File: src/adc_if_params.svh
`ifndef ADC_IF_PARAMS_SVH
`define ADC_IF_PARAMS_SVH
// register byte addresses on the control bus
`define CTRL_ADDR 8'h00
`define STATUS_ADDR 8'h04
`define RESULT_ADDR 8'h08
// control word: internal bit clock half period, in system cycles
`define CTRL_DIV_LSB 0
`define CTRL_DIV_MSB 7
`define CTRL_RESET 8'h02
// status word fields
`define STAT_ACC_LOST 0
`define STAT_MODE_LSB 1
`define STAT_SERIAL 3
`define STAT_EXT_CLK 4
`define STAT_CONVERTING 5
`define STAT_READING 6
`define STAT_COUNT_LSB 7
// bus answers
`define RESP_OKAY 2'b00
`define RESP_SLVERR 2'b10
// data path sizes
`define RESULT_BITS 16
`define FIFO_DEPTH 8
// timing
`define SYS_CLK_MHZ 10
`define FAST_GAP_MAX_NS 1000000
`endif

File: src/adc_if_pkg.sv
package adc_if_pkg;
  // conversion speed or power mode picked by the two select straps
  typedef enum logic [1:0] {
    MODE_NORMAL,
    MODE_FAST,
    MODE_LOW_POWER,
    MODE_UNDEFINED
  } conv_mode_t;
  // serial read engine
  typedef enum logic {
    SER_IDLE,
    SER_SHIFT
  } ser_state_t;
  // static straps, synchronised
  typedef struct packed {
    logic code_format_select;
    logic fast_select;
    logic low_power_select;
    logic port_type_select;
  } strap_t;
  // shared data pins reused as serial settings
  typedef struct packed {
    logic clock_source_select;
    logic frame_marker_polarity;
    logic bit_clock_polarity;
    logic read_timing_or_chain_in;
  } serial_cfg_t;
endpackage : adc_if_pkg

File: src/pin_sync.sv
`timescale 1ns/1ns
module pin_sync #(
  parameter int W = 1
) (
  input wire logic sys_clk_i,
  input wire logic rst_b_i,
  input wire logic [W-1:0] async_i,
  output logic [W-1:0] level_o
);
  logic [W-1:0] stage1; // metastable stage, read only by stage2
  logic [W-1:0] stage2;
  logic [W-1:0] stage3;

  // four flops; the output moves only once stages two and three agree
  genvar i;
  for (i = 0; i < W; i++) begin : g_bit
    always_ff @(posedge sys_clk_i or negedge rst_b_i) begin
      if (!rst_b_i) begin
        stage1[i] <= 1'b0;
        stage2[i] <= 1'b0;
        stage3[i] <= 1'b0;
        level_o[i] <= 1'b0;
      end else begin
        stage1[i] <= async_i[i];
        stage2[i] <= stage1[i];
        stage3[i] <= stage2[i];
        if (stage2[i] == stage3[i]) begin
          level_o[i] <= stage3[i];
        end
      end
    end
  end
endmodule : pin_sync

File: src/result_fifo.sv
`timescale 1ns/1ns
module result_fifo #(
  parameter int WIDTH = 16,
  parameter int DEPTH = 8
) (
  input wire logic sys_clk_i,
  input wire logic rst_b_i,
  input wire logic [WIDTH-1:0] in_data_i,
  input wire logic in_valid_i,
  output logic in_ready_o,
  output logic [WIDTH-1:0] out_data_o,
  output logic out_valid_o,
  input wire logic out_ready_i,
  output logic [$clog2(DEPTH):0] count_o
);
  localparam int AW = $clog2(DEPTH);
  logic [WIDTH-1:0] mem [DEPTH]; // storage
  logic [AW:0] wr_ptr; // extra bit tells full from empty
  logic [AW:0] rd_ptr;
  logic push;
  logic pop;

  assign count_o = wr_ptr - rd_ptr;
  assign in_ready_o = (count_o != DEPTH[AW:0]);
  assign out_valid_o = (wr_ptr != rd_ptr);
  assign out_data_o = mem[rd_ptr[AW-1:0]];
  assign push = in_valid_i && in_ready_o;
  assign pop = out_valid_o && out_ready_i;

  // storage write, no reset needed
  always_ff @(posedge sys_clk_i) begin
    if (push) begin
      mem[wr_ptr[AW-1:0]] <= in_data_i;
    end
  end

  // pointers
  always_ff @(posedge sys_clk_i or negedge rst_b_i) begin
    if (!rst_b_i) begin
      wr_ptr <= '0;
      rd_ptr <= '0;
    end else begin
      if (push) begin
        wr_ptr <= wr_ptr + 1'b1;
      end
      if (pop) begin
        rd_ptr <= rd_ptr + 1'b1;
      end
    end
  end
endmodule : result_fifo

File: src/adc_if_top.sv
// Summary of operation
// code format high gives binary, low inverts msb
// fast high, low power low selects fastest mode
// host converts within 1 ms in fastest mode
// fast select low keeps accuracy at any rate
// low power high, fast low reduces power
// port select low parallel, high serial
// data bits zero to three always outputs
// bit four becomes clock source select
// external clock drives serial data timing
// bit five sets frame marker polarity
// bit six inverts the serial bit clock
// serial result shifts out msb first
// external clock updates data on active edge
// read timing picks during or after conversion
// chain input reaches output after sixteen periods
// both low normal, both high undefined
// host keeps straps stable during transfers
`timescale 1ns/1ns
`include "adc_if_params.svh"
module adc_if_top import adc_if_pkg::*; #(
  parameter int unsigned FAST_GAP_CYCLES =
    `FAST_GAP_MAX_NS * `SYS_CLK_MHZ / 1000
) (
  input wire logic sys_clk_i,
  input wire logic rst_b_i,
  input wire logic code_format_select_i,
  input wire logic fast_select_i,
  input wire logic low_power_select_i,
  input wire logic port_type_select_i,
  input wire logic conv_start_i,
  input wire logic read_req_i,
  input wire logic [15:0] result_i,
  input wire logic result_valid_i,
  output logic result_ready_o,
  input wire logic [15:0] data_pin_i,
  output logic [15:0] data_pin_o,
  output logic [15:0] data_pin_oe_b_o,
  output logic frame_marker_o,
  output conv_mode_t conv_mode_o,
  output logic converting_o,
  input wire logic [7:0] s_axi_awaddr_i,
  input wire logic s_axi_awvalid_i,
  output logic s_axi_awready_o,
  input wire logic [31:0] s_axi_wdata_i,
  input wire logic [3:0] s_axi_wstrb_i,
  input wire logic s_axi_wvalid_i,
  output logic s_axi_wready_o,
  output logic [1:0] s_axi_bresp_o,
  output logic s_axi_bvalid_o,
  input wire logic s_axi_bready_i,
  input wire logic [7:0] s_axi_araddr_i,
  input wire logic s_axi_arvalid_i,
  output logic s_axi_arready_o,
  output logic [31:0] s_axi_rdata_o,
  output logic [1:0] s_axi_rresp_o,
  output logic s_axi_rvalid_o,
  input wire logic s_axi_rready_i
);
  localparam int CW = $clog2(`FIFO_DEPTH) + 1;
  logic [11:0] sync_in; // everything from outside the clock domain
  logic [11:0] sync_lvl;
  strap_t strap; // synchronised straps
  serial_cfg_t scfg; // pins 4..7 read as serial settings
  logic sclk_pin; // external bit clock level
  logic conv_lvl, conv_prev, conv_rise;
  logic req_lvl, req_prev, req_rise;
  logic [15:0] fifo_data;
  logic fifo_valid, fifo_pop;
  logic [CW-1:0] fifo_count;
  logic [15:0] fmt_data; // popped word in chosen code format
  logic [15:0] par_reg; // parallel bus word
  logic [15:0] last_result; // software copy of the last word
  logic [7:0] clk_div; // internal bit clock half period
  logic acc_lost; // sticky: fastest mode interval exceeded
  logic [31:0] gap_cnt;
  ser_state_t ser_state;
  logic [15:0] shift_reg;
  logic ser_bit; // serial result out, flop
  logic [4:0] bit_cnt;
  logic [7:0] div_cnt;
  logic clk_int, lclk, lclk_prev, lrise, lfall;
  logic serial_mode, ext_clk, start_read;
  logic [7:0] aw_addr;
  logic [31:0] w_data;
  logic [3:0] w_strb;
  logic aw_hold, w_hold, do_write, clr_acc;

  // straps, request pins and data pins 4..9 cross through four flops
  assign sync_in = {code_format_select_i, fast_select_i,
                    low_power_select_i, port_type_select_i,
                    conv_start_i, read_req_i, data_pin_i[9:4]};
  pin_sync #(.W(12)) u_sync (
    .sys_clk_i(sys_clk_i),
    .rst_b_i(rst_b_i),
    .async_i(sync_in),
    .level_o(sync_lvl)
  );
  assign strap = sync_lvl[11:8];
  assign conv_lvl = sync_lvl[7];
  assign req_lvl = sync_lvl[6];
  assign sclk_pin = sync_lvl[5];
  // pin 8 is the serial out; pins 7..4 carry the settings
  assign scfg = {sync_lvl[0], sync_lvl[1], sync_lvl[2], sync_lvl[3]};
  assign serial_mode = strap.port_type_select;
  assign ext_clk = scfg.clock_source_select; // see R8

  // mode decode from the two select straps
  always_comb begin
    case ({strap.fast_select, strap.low_power_select})
      2'b10: conv_mode_o = MODE_FAST;
      2'b01: conv_mode_o = MODE_LOW_POWER;
      2'b00: conv_mode_o = MODE_NORMAL;
      default: conv_mode_o = MODE_UNDEFINED;
    endcase
  end

  // edge memory for request pins
  always_ff @(posedge sys_clk_i or negedge rst_b_i) begin
    if (!rst_b_i) begin
      conv_prev <= 1'b0;
      req_prev <= 1'b0;
    end else begin
      conv_prev <= conv_lvl;
      req_prev <= req_lvl;
    end
  end
  assign conv_rise = conv_lvl && !conv_prev;
  assign req_rise = req_lvl && !req_prev;

  // conversion in progress until the core hands its word over
  always_ff @(posedge sys_clk_i or negedge rst_b_i) begin
    if (!rst_b_i) begin
      converting_o <= 1'b0;
    end else if (conv_rise) begin
      converting_o <= 1'b1;
    end else if (result_valid_i && result_ready_o) begin
      converting_o <= 1'b0;
    end
  end

  // fastest mode loses accuracy if conversions come too far apart;
  // other modes never time out
  always_ff @(posedge sys_clk_i or negedge rst_b_i) begin
    if (!rst_b_i) begin
      gap_cnt <= 32'h0000_0000;
    end else if (conv_rise || conv_mode_o != MODE_FAST) begin
      gap_cnt <= 32'h0000_0000;
    end else if (gap_cnt != FAST_GAP_CYCLES) begin
      gap_cnt <= gap_cnt + 32'h0000_0001;
    end
  end

  // sticky flag; a new event wins over a clear in the same cycle
  always_ff @(posedge sys_clk_i or negedge rst_b_i) begin
    if (!rst_b_i) begin
      acc_lost <= 1'b0;
    end else if (conv_mode_o == MODE_FAST &&
                 gap_cnt == FAST_GAP_CYCLES - 1 && !conv_rise) begin
      acc_lost <= 1'b1;
    end else if (clr_acc) begin
      acc_lost <= 1'b0;
    end
  end

  // results wait here; a stalled reader stalls the core
  result_fifo #(.WIDTH(`RESULT_BITS), .DEPTH(`FIFO_DEPTH)) u_fifo (
    .sys_clk_i(sys_clk_i),
    .rst_b_i(rst_b_i),
    .in_data_i(result_i),
    .in_valid_i(result_valid_i),
    .in_ready_o(result_ready_o),
    .out_data_o(fifo_data),
    .out_valid_o(fifo_valid),
    .out_ready_i(fifo_pop),
    .count_o(fifo_count)
  );
  // low format strap flips the msb only
  assign fmt_data = fifo_data ^ {~strap.code_format_select, 15'h0000};
  // serial start: external on the host's request, internal by read mode
  always_comb begin
    if (!serial_mode || ser_state != SER_IDLE || !fifo_valid) begin
      start_read = 1'b0;
    end else if (ext_clk) begin
      start_read = req_rise;
    end else if (scfg.read_timing_or_chain_in) begin
      start_read = converting_o;
    end else begin
      start_read = !converting_o;
    end
  end
  // parallel mode drains at once, serial only when a read starts
  assign fifo_pop = serial_mode ? start_read : fifo_valid;

  // parallel word and software copy, both formatted
  always_ff @(posedge sys_clk_i or negedge rst_b_i) begin
    if (!rst_b_i) begin
      par_reg <= 16'h0000;
      last_result <= 16'h0000;
    end else if (fifo_pop) begin
      par_reg <= serial_mode ? par_reg : fmt_data;
      last_result <= fmt_data;
    end
  end

  // internal bit clock: divider enable toggles it during a read only
  always_ff @(posedge sys_clk_i or negedge rst_b_i) begin
    if (!rst_b_i) begin
      div_cnt <= 8'h00;
      clk_int <= 1'b0;
    end else if (ser_state != SER_SHIFT || ext_clk) begin
      div_cnt <= 8'h00;
      clk_int <= 1'b0;
    end else if (div_cnt + 8'h01 >= clk_div) begin
      div_cnt <= 8'h00;
      clk_int <= ~clk_int;
    end else begin
      div_cnt <= div_cnt + 8'h01;
    end
  end

  // logical clock: external pin undone by its polarity, or internal
  assign lclk = ext_clk ? (sclk_pin ^ scfg.bit_clock_polarity) : clk_int;
  always_ff @(posedge sys_clk_i or negedge rst_b_i) begin
    if (!rst_b_i) begin
      lclk_prev <= 1'b0;
    end else begin
      lclk_prev <= lclk;
    end
  end
  // polarity bit turns falling pin edges into the active ones
  assign lrise = lclk && !lclk_prev; // see R11
  assign lfall = !lclk && lclk_prev;

  // serial engine: msb first, chain input fills behind the result
  always_ff @(posedge sys_clk_i or negedge rst_b_i) begin
    if (!rst_b_i) begin
      ser_state <= SER_IDLE;
      shift_reg <= 16'h0000;
      ser_bit <= 1'b0;
      bit_cnt <= 5'h00;
    end else begin
      case (ser_state)
        SER_IDLE: begin
          if (start_read) begin
            shift_reg <= fmt_data;
            bit_cnt <= 5'h00;
            ser_state <= SER_SHIFT;
          end
        end
        SER_SHIFT: begin
          if (ext_clk && !req_lvl) begin
            ser_state <= SER_IDLE; // host ended the read
          end else if (lrise && (ext_clk || bit_cnt != 5'h10)) begin
            ser_bit <= shift_reg[15]; // see R12

            shift_reg <= {shift_reg[14:0], scfg.read_timing_or_chain_in};
            bit_cnt <= (bit_cnt == 5'h10) ? bit_cnt : bit_cnt + 5'h01;
          end else if (lfall && !ext_clk && bit_cnt == 5'h10) begin
            ser_state <= SER_IDLE; // master frame done after last bit
          end
        end
        default: ser_state <= SER_IDLE;
      endcase
    end
  end

  // frame marker active during a read, polarity from bit five
  assign frame_marker_o = (serial_mode && ser_state == SER_SHIFT) ^
                          scfg.frame_marker_polarity;

  // pin drive: enable low means driven
  always_comb begin
    data_pin_o = par_reg;
    data_pin_oe_b_o = 16'h0000; // parallel: all driven
    if (serial_mode) begin
      data_pin_oe_b_o[7:4] = 4'hf; // settings are inputs
      data_pin_o[8] = ser_bit;
      data_pin_o[9] = clk_int ^ scfg.bit_clock_polarity;
      data_pin_oe_b_o[9] = ext_clk; // external clock comes in
    end
    data_pin_oe_b_o[3:0] = 4'h0;
  end

  // bus write: address and data held apart, then applied together
  assign s_axi_awready_o = !aw_hold && !s_axi_bvalid_o;
  assign s_axi_wready_o = !w_hold && !s_axi_bvalid_o;
  assign do_write = aw_hold && w_hold && !s_axi_bvalid_o;
  assign clr_acc = do_write && aw_addr == `STATUS_ADDR &&
                   w_strb[0] && w_data[`STAT_ACC_LOST];
  always_ff @(posedge sys_clk_i or negedge rst_b_i) begin
    if (!rst_b_i) begin
      aw_hold <= 1'b0;
      w_hold <= 1'b0;
      aw_addr <= 8'h00;
      w_data <= 32'h0000_0000;
      w_strb <= 4'h0;
    end else begin
      if (s_axi_awvalid_i && s_axi_awready_o) begin
        aw_hold <= 1'b1;
        aw_addr <= s_axi_awaddr_i;
      end else if (do_write) begin
        aw_hold <= 1'b0;
      end
      if (s_axi_wvalid_i && s_axi_wready_o) begin
        w_hold <= 1'b1;
        w_data <= s_axi_wdata_i;
        w_strb <= s_axi_wstrb_i;
      end else if (do_write) begin
        w_hold <= 1'b0;
      end
    end
  end

  // write response and the control register
  always_ff @(posedge sys_clk_i or negedge rst_b_i) begin
    if (!rst_b_i) begin
      s_axi_bvalid_o <= 1'b0;
      s_axi_bresp_o <= `RESP_OKAY;
      clk_div <= `CTRL_RESET;
    end else if (do_write) begin
      s_axi_bvalid_o <= 1'b1;
      s_axi_bresp_o <= `RESP_OKAY;
      case (aw_addr)
        `CTRL_ADDR: begin
          if (w_strb[0]) begin
            clk_div <= w_data[`CTRL_DIV_MSB:`CTRL_DIV_LSB];
          end
        end
        `STATUS_ADDR, `RESULT_ADDR: ; // read only, clear done above
        default: s_axi_bresp_o <= `RESP_SLVERR;
      endcase
    end else if (s_axi_bready_i) begin
      s_axi_bvalid_o <= 1'b0;
    end
  end

  // bus read: one cycle after the address is taken
  assign s_axi_arready_o = !s_axi_rvalid_o;
  always_ff @(posedge sys_clk_i or negedge rst_b_i) begin
    if (!rst_b_i) begin
      s_axi_rvalid_o <= 1'b0;
      s_axi_rdata_o <= 32'h0000_0000;
      s_axi_rresp_o <= `RESP_OKAY;
    end else if (s_axi_arvalid_i && s_axi_arready_o) begin
      s_axi_rvalid_o <= 1'b1;
      s_axi_rresp_o <= `RESP_OKAY;
      s_axi_rdata_o <= 32'h0000_0000;
      case (s_axi_araddr_i)
        `CTRL_ADDR: s_axi_rdata_o[7:0] <= clk_div;
        `STATUS_ADDR: begin
          s_axi_rdata_o[`STAT_ACC_LOST] <= acc_lost;
          s_axi_rdata_o[`STAT_MODE_LSB+:2] <= conv_mode_o;
          s_axi_rdata_o[`STAT_SERIAL] <= serial_mode;
          s_axi_rdata_o[`STAT_EXT_CLK] <= ext_clk;
          s_axi_rdata_o[`STAT_CONVERTING] <= converting_o;
          s_axi_rdata_o[`STAT_READING] <= ser_state == SER_SHIFT;
          s_axi_rdata_o[`STAT_COUNT_LSB+:CW] <= fifo_count;
        end
        `RESULT_ADDR: s_axi_rdata_o[15:0] <= last_result;
        default: s_axi_rresp_o <= `RESP_SLVERR;
      endcase
    end else if (s_axi_rready_i) begin
      s_axi_rvalid_o <= 1'b0;
    end
  end
endmodule : adc_if_top

File: config.mk
export PLATFORM = sky130hd
export DESIGN_NAME = adc_if_top
export DESIGN_NICKNAME = d
export VERILOG_FILES = /design/src/adc_if_pkg.sv /design/src/pin_sync.sv /design/src/result_fifo.sv /design/src/adc_if_top.sv
export VERILOG_INCLUDE_DIRS = /design/src /design/src/src
export SDC_FILE = /design/constraint.sdc
export NUM_CORES = 1
export LEC_CHECK = 0
export ABC_AREA = 1
export BUFFER_PORTS_ARGS = -buffer_cell sky130_fd_sc_hd__buf_2
export CAP_MARGIN = 5
export CORE_MARGIN = 2
export CORE_UTILIZATION = 35
export CTS_CLUSTER_DIAMETER = 50
export CTS_CLUSTER_SIZE = 24
export DETAILED_ROUTE_END_ITERATION = 16
export SKIP_CTS_REPAIR_TIMING = 1
export SLEW_MARGIN = 20
export SYNTH_ARGS = -nofsm -noshare
export SYNTH_HDL_FRONTEND = slang
export SYNTH_SLANG_ARGS = --single-unit
File: constraint.sdc
create_clock -name sys_clk_i -period 7.4 [get_ports sys_clk_i]
set_clock_uncertainty 0.2 [all_clocks]
set_input_delay 1.48 -clock sys_clk_i [delete_from_list [all_inputs] [get_ports sys_clk_i]]
set_output_delay 1.48 -clock sys_clk_i [all_outputs]
set_load 0.005 [all_outputs]
==> results of run 1 <==
-- worst paths after layout --
kind / to / slack [ps] / depth (start not counted) / start
setup / recovery: result_ready_o / 2450 / 9 / u_fifo.rd_ptr[1]
hold / removal: u_sync.stage2[1] / 150 / 0 / u_sync.stage1[1]
setup reg to reg: u_fifo.mem[0][0] / 3100 / 10 / u_fifo.rd_ptr[1]
hold reg to reg: u_sync.stage2[1] / 150 / 0 / u_sync.stage1[1]
max in group asynchronous: converting_o / 4550 / 2 / rst_b_i
min in group asynchronous: w_data[7] / 860 / 1 / rst_b_i
-- through the flow --
step / cells / setup WS [ps]
2_1_floorplan: 1518 / 3950
3_5_place_dp: 2068 / 2992
5_1_grt: 2130 / 2159
3_3_place_gp: 2068 / 3013
4_1_cts: 2130 / 2404
6_report: 2130 / 2446
-- routing by layer --
metal  track usage (%)  up-vias  share of wire (%)  wire length (um)
li1                  -     5023                  -                 -
met1             22.18     4890                 47             15950
met2             24.36      248                 45             15160
met3             3.116       44                5.7              1927
met4             4.655        0                2.0               666
met5                 0        -                  0                 0
-- area by class of cell --
type | instances | area (um2)
Timing Repair Buffer | 114 | 595.6
Inverter | 107 | 404.1
Multi-Input combinational cell | 987 | 4753
Tap cell | 532 | 665.6
Sequential cell | 328 | 8851
Fill cell | 4011 | 24300
Clock buffer | 39 | 943.4
Clock inverter | 23 | 316.6
-- cells by family (layout without fill, tap and decap cells) --
| logic type | count (synthesis) | in the layout | synth area share (%) |
|---|---|---|---|
| AND/OR/NAND/NOR | 712 | 712 | 20.64 |
| flip-flops | 328 | 328 | 61.21 |
| buffers and inverters | 203 | 283 | 6.888 |
| AO/OA/AOI/OAI | 188 | 188 | 7.053 |
| adder cells (fa/ha/maj) | 30 | 30 | 2.458 |
| XOR/XNOR | 26 | 26 | 1.575 |
| multiplexers | 2 | 2 | 0.1558 |
| other | 1 | 29 | 0.02594 |
-- synthesized netlist by cell type (2+ instances only) --
cell | n | share of area [%]
nor4_1 | 2 | 0.087
nand3_1 | 88 | 3.0
nand3_2 | 2 | 0.14
edfxtp_1 | 128 | 27
inv_2 | 2 | 0.052
and3_1 | 4 | 0.17
xor2_1 | 19 | 1.2
and2_1 | 15 | 0.65
a31oi_1 | 6 | 0.26
or2_2 | 2 | 0.087
nand4_1 | 15 | 0.65
xnor2_1 | 7 | 0.42
nor3_1 | 22 | 0.76
o21ai_0 | 105 | 3.6
a21oi_1 | 38 | 1.3
nor3_2 | 2 | 0.14
mux2_2 | 2 | 0.16
o21a_1 | 3 | 0.16
buf_6 | 2 | 0.16
o31ai_1 | 6 | 0.31
clkinv_1 | 4 | 0.10
nand3b_1 | 2 | 0.10
buf_4 | 52 | 2.7
nand2_1 | 326 | 8.5
nand2_2 | 5 | 0.22
maj3_1 | 11 | 0.76
inv_1 | 100 | 2.6
clkbuf_1 | 24 | 0.62
nor2_1 | 220 | 5.7
nor2_2 | 3 | 0.13
buf_2 | 17 | 0.59
o211ai_1 | 15 | 0.78
ha_1 | 18 | 1.6
o21ai_1 | 11 | 0.38
dfrtp_1 | 199 | 34
-- power by group through the flow --
stage                     Clock (mW)  Combinational [mW]  Sequential, mW
after detailed placement           0                1.78            2.48
after global routing            1.97                2.02            2.49
final                           1.85                1.77            2.45
after floorplan                    0                1.30            2.41
after CTS                       1.90                1.79            2.45
after global placement             0                1.75            2.47
==> impl_metrics.yaml, run 1 <==
floorplanning:
  die_h_um: 207.3
  ios: 176
  fp.dieW_um: 207.3
  rows: 74
  dieArea_mm2: 0.04295
  core-area_mm2: 0.04083
  initial_core_util_pct: 35.41
global_route:
  grt.overflow.total: 0
  grt_use_total_pct: 15.65
  antenna_found_initial: 0
  grt_pass1_wl_mm: 54.12
  grt_max_degree: 129
  grt_pass1_vias: 9893
clock_tree:
  cts_buffers: 34
  clockBufferDepth: 3
  cts_root_buffer: "clkbuf_16"
  cts.clk_slew.worst_paths_ps: 70
  cts.sinks: 328
  clkLatencyLatePin_ps: 540
  cts_tree: "built"
  cts_htree_levels: 2
logic_synthesis:
  netlist_area_mm2: 0.01446
  async_flop_share_pct: 60.98
  ys_ff_latch: 328
  ys_warn_count: 0
  avgSynthCellArea_um2: 9.704
  synthCells: 1490
  synth_cell_types: 48
  seq_area_frac_synth_pct: 61.21
  synth-edff-count: 128
  synth-main-ff-cell: "dfrtp_1"
finish:
  utilization_pct: 40.48
  stdcell_area_mm2: 0.01653
  final_nets: 1689
  largest_register_ffs: 128
  final_cell_mix: "326 x nand2_1, 212 x nor2_1, 198 x dfrtp_1"
  layout-drive-gt1-share_pct: 13.08
  syn_to_final_growth_pct: 14.32
  mostFrequentLayoutCell: "nand2_1"
  antenna_cells: 0
pwr:
  swShare_pct: 36.60
  comb_power_share_pct: 29.2
  internal-power_mw: 3.848
  power_density_mw_per_mm2: 367.2
  leakage_nw: 7.189
  power_mw: 6.070
  peakVddDrop_mv: 0.1572
  pwr-share-clk_pct: 30.5
  p_switching_mw: 2.222
  sequentialPowerShare_pct: 40.3
timing:
  hold_viol: 0
  setup_viol: 0
  holdWs_ps: 149.7
  slew_viol_final: 0
  finalSetupTns_ps: 0
  max_freq_mhz: 201.9
  rsz0062_at_grt: "false"
  slew_headroom_pct: 26.35
  layout_min_cycle_time_ps: 4954
  fin_crit_sh_pct: 66.95
  tightest_slew_ps: 1104
setup_path:
  crit_path_end_kind: "output port"
  crit_path_top_delay_cell: "inv_1"
  crit_arrival_ps: 3270
  required_ps: 5720
  critPathTopFamily: "buffers and inverters"
  crit_chain: "buf_4, inv_1, ha_1, nand2_1, o21ai_0, xor2_1, inv_1, nand2_1, buf_2"
  critPathBufInv: 4
  slowest_delay_ps: 580
  worstPathMaxFanout: 49
  critPathKind: "register to output port"
  critPathLaunchType: "register"
job:
  cap_violations: 0
routing:
  drtIter0Drc: 701
  post-route-drc-count: 0
  dr.pass1.iters: 5
  wl_per_cell_um: 15.82
  vias_per_cell: 4.791
  ant_nets: 0
  routed_wl_mm: 33.70
  vias: 10205
place:
  placed_cell_area_mm2: 0.01525
  port_buffers: 108
  gp_congestion: 0.8318
  dp_hpwl_mm: 22.51
outcome:
  status: "finished clean"
min_path:
  worstHoldPathType: "register to register"
Note: power is estimated with default switching activity, not from simulation.
==> run 2, diff against run 1 <==
clock period = 4.86 ns   (was 7.4 ns; I/O delays follow)
==> run 2 against run 1 <==
Final cell count rose by 0.94%. Global-route usage fell by 0.23 points. Non-clock buffer count rose by 17. Critical path depth did not move. Clock power rose by 53%. Largest power group unchanged. Via count rose by 0.24%. Critical endpoint unchanged.
==> impl_metrics.yaml, run 2 (synthesized netlist as in run 1, its figures left out) <==
setup_path:
  rr_endpoint: "u_fifo.mem[4][13]"
  critPathBufInv: 4
  rr_worst_depth: 11
  reg2reg_from: "u_fifo.rd_ptr[1]"
  crit_path_top_delay_cell: "buf_4"
  critPathLaunchType: "register"
  crit_arrival_ps: 2670
  crit_path_end_kind: "output port"
  reg2reg_slack_ps: 1710
  slowest_delay_ps: 510
  critPathKind: "register to output port"
  required_ps: 3690
  crit_chain: "buf_4, inv_1, ha_1, nand2_1, o21ai_0, xor2_1, inv_1, nand2_1, buf_2"
  worstPathMaxFanout: 49
  critPathTopFamily: "buffers and inverters"
clock_tree:
  cts_htree_levels: 2
  clkLatencyLatePin_ps: 520
  cts.clk_slew.worst_paths_ps: 70
  clockBufferDepth: 3
  cts_tree: "built"
  cts_buffers: 35
  cts_root_buffer: "clkbuf_16"
  cts.sinks: 328
timing:
  max_freq_mhz: 260.6
  fin_ws_ps: 1023
  tightest_slew_ps: 1001
  layout_min_cycle_time_ps: 3837
  setup_viol: 0
  rsz0062_at_grt: "false"
  slew_viol_final: 0
  finalSetupTns_ps: 0
  slew_headroom_pct: 33.18
  hold_viol: 0
  fin_crit_sh_pct: 78.96
floorplanning:
  rows: 74
  die_h_um: 207.3
  ios: 176
  dieArea_mm2: 0.04295
  fp.dieW_um: 207.3
  initial_core_util_pct: 35.41
  core-area_mm2: 0.04083
routing:
  dr.pass1.iters: 7
  vias: 10229
  routed_wl_mm: 33.25
  post-route-drc-count: 0
  ant_nets: 0
  vias_per_cell: 4.758
  wl_per_cell_um: 15.47
  drtIter0Drc: 853
min_path:
  worstHoldPathType: "register to register"
  hold_depth: 0
  hold_path_end: "u_sync.stage2[6]"
  hold_start: "u_sync.stage1[6]"
finish:
  layout-drive-gt1-share_pct: 13.54
  final_cell_mix: "326 x nand2_1, 220 x nor2_1, 198 x dfrtp_1"
  final_nets: 1707
  syn_to_final_growth_pct: 15.02
  multi_input_area_mm2: 0.004718
  mostFrequentLayoutCell: "nand2_1"
  largest_register_ffs: 128
  utilization_pct: 40.73
  fillers: 3956
  stdcell_area_mm2: 0.01663
  layout.area.seq_mm2: 0.008851
global_route:
  grt_pass1_vias: 9862
  antenna_found_initial: 1
  grt_max_degree: 110
  grt_use_total_pct: 15.42
  grt.overflow.total: 0
  grt_pass1_wl_mm: 53.68
job:
  cap_violations: 0
pwr:
  leakage_nw: 7.295
  peakVddDrop_mv: 0.2848
  power_density_mw_per_mm2: 557.5
  power_mw: 9.272
outcome:
  status: "finished clean"
place:
  dp_hpwl_mm: 22.59
  gp_congestion: 0.8622
  pre_cts_slack_ps: 1591
  port_buffers: 108
  placed_cell_area_mm2: 0.01537
-- run 2: per-stage QoR --
step,hold WS [ps],std cells
finish,147.4,2150
global route,146.8,2150
CTS,147.3,2149
detailed placement,134.7,2085
global placement,132.8,2085
floorplan,131.2,1518
-- run 2: final cells by class --
class,count,share of cell area [%]
Antenna cell,1,0.01505
Inverter,107,2.430
Sequential cell,328,53.22
Timing Repair Buffer,131,4.416
Clock buffer,37,5.500
Tap cell,532,4.002
Clock inverter,27,2.046
Multi-Input combinational cell,987,28.37
-- run 2: how the worst max path moves through the flow --
stage	to	cells after the start	from	slack (ps)
final	result_ready_o	9	u_fifo.rd_ptr[1]	1020
after floorplan	u_fifo.mem[2][0]	11	u_fifo.rd_ptr[2]	1620
after CTS	result_ready_o	9	u_fifo.rd_ptr[1]	1020
after global routing	result_ready_o	9	u_fifo.rd_ptr[1]	820
after global placement	result_ready_o	9	u_fifo.rd_ptr[1]	1620
after detailed placement	result_ready_o	9	u_fifo.rd_ptr[1]	1590
-- run 2: per-layer routing --
layer / vias up / global-route usage [%] / share of wire [%]
li1: 5045 / - / -
met3: 52 / 2.693 / 5.6
met5: - / 0 / 0
met4: 0 / 4.803 / 2.6
met2: 278 / 23.95 / 44
met1: 4854 / 22.05 / 47
-- run 2: where the power goes --
part / total [mW] / switching [mW] / internal, mW
sequential: 3.73 / 0.283 / 3.44
combinational: 2.71 / 1.84 / 0.878
clock: 2.83 / 1.19 / 1.64
-- run 2: worst register-to-register path: stages (launching register included) --
cell and delay (ps):
dfrtp_1 330, buf_4 510, inv_1 140, ha_1 310
nand2_1 60, o21ai_0 220, xor2_1 170, inv_1 70
nand2_1 170, nand3_1 180, nor2_1 130, buf_4 320
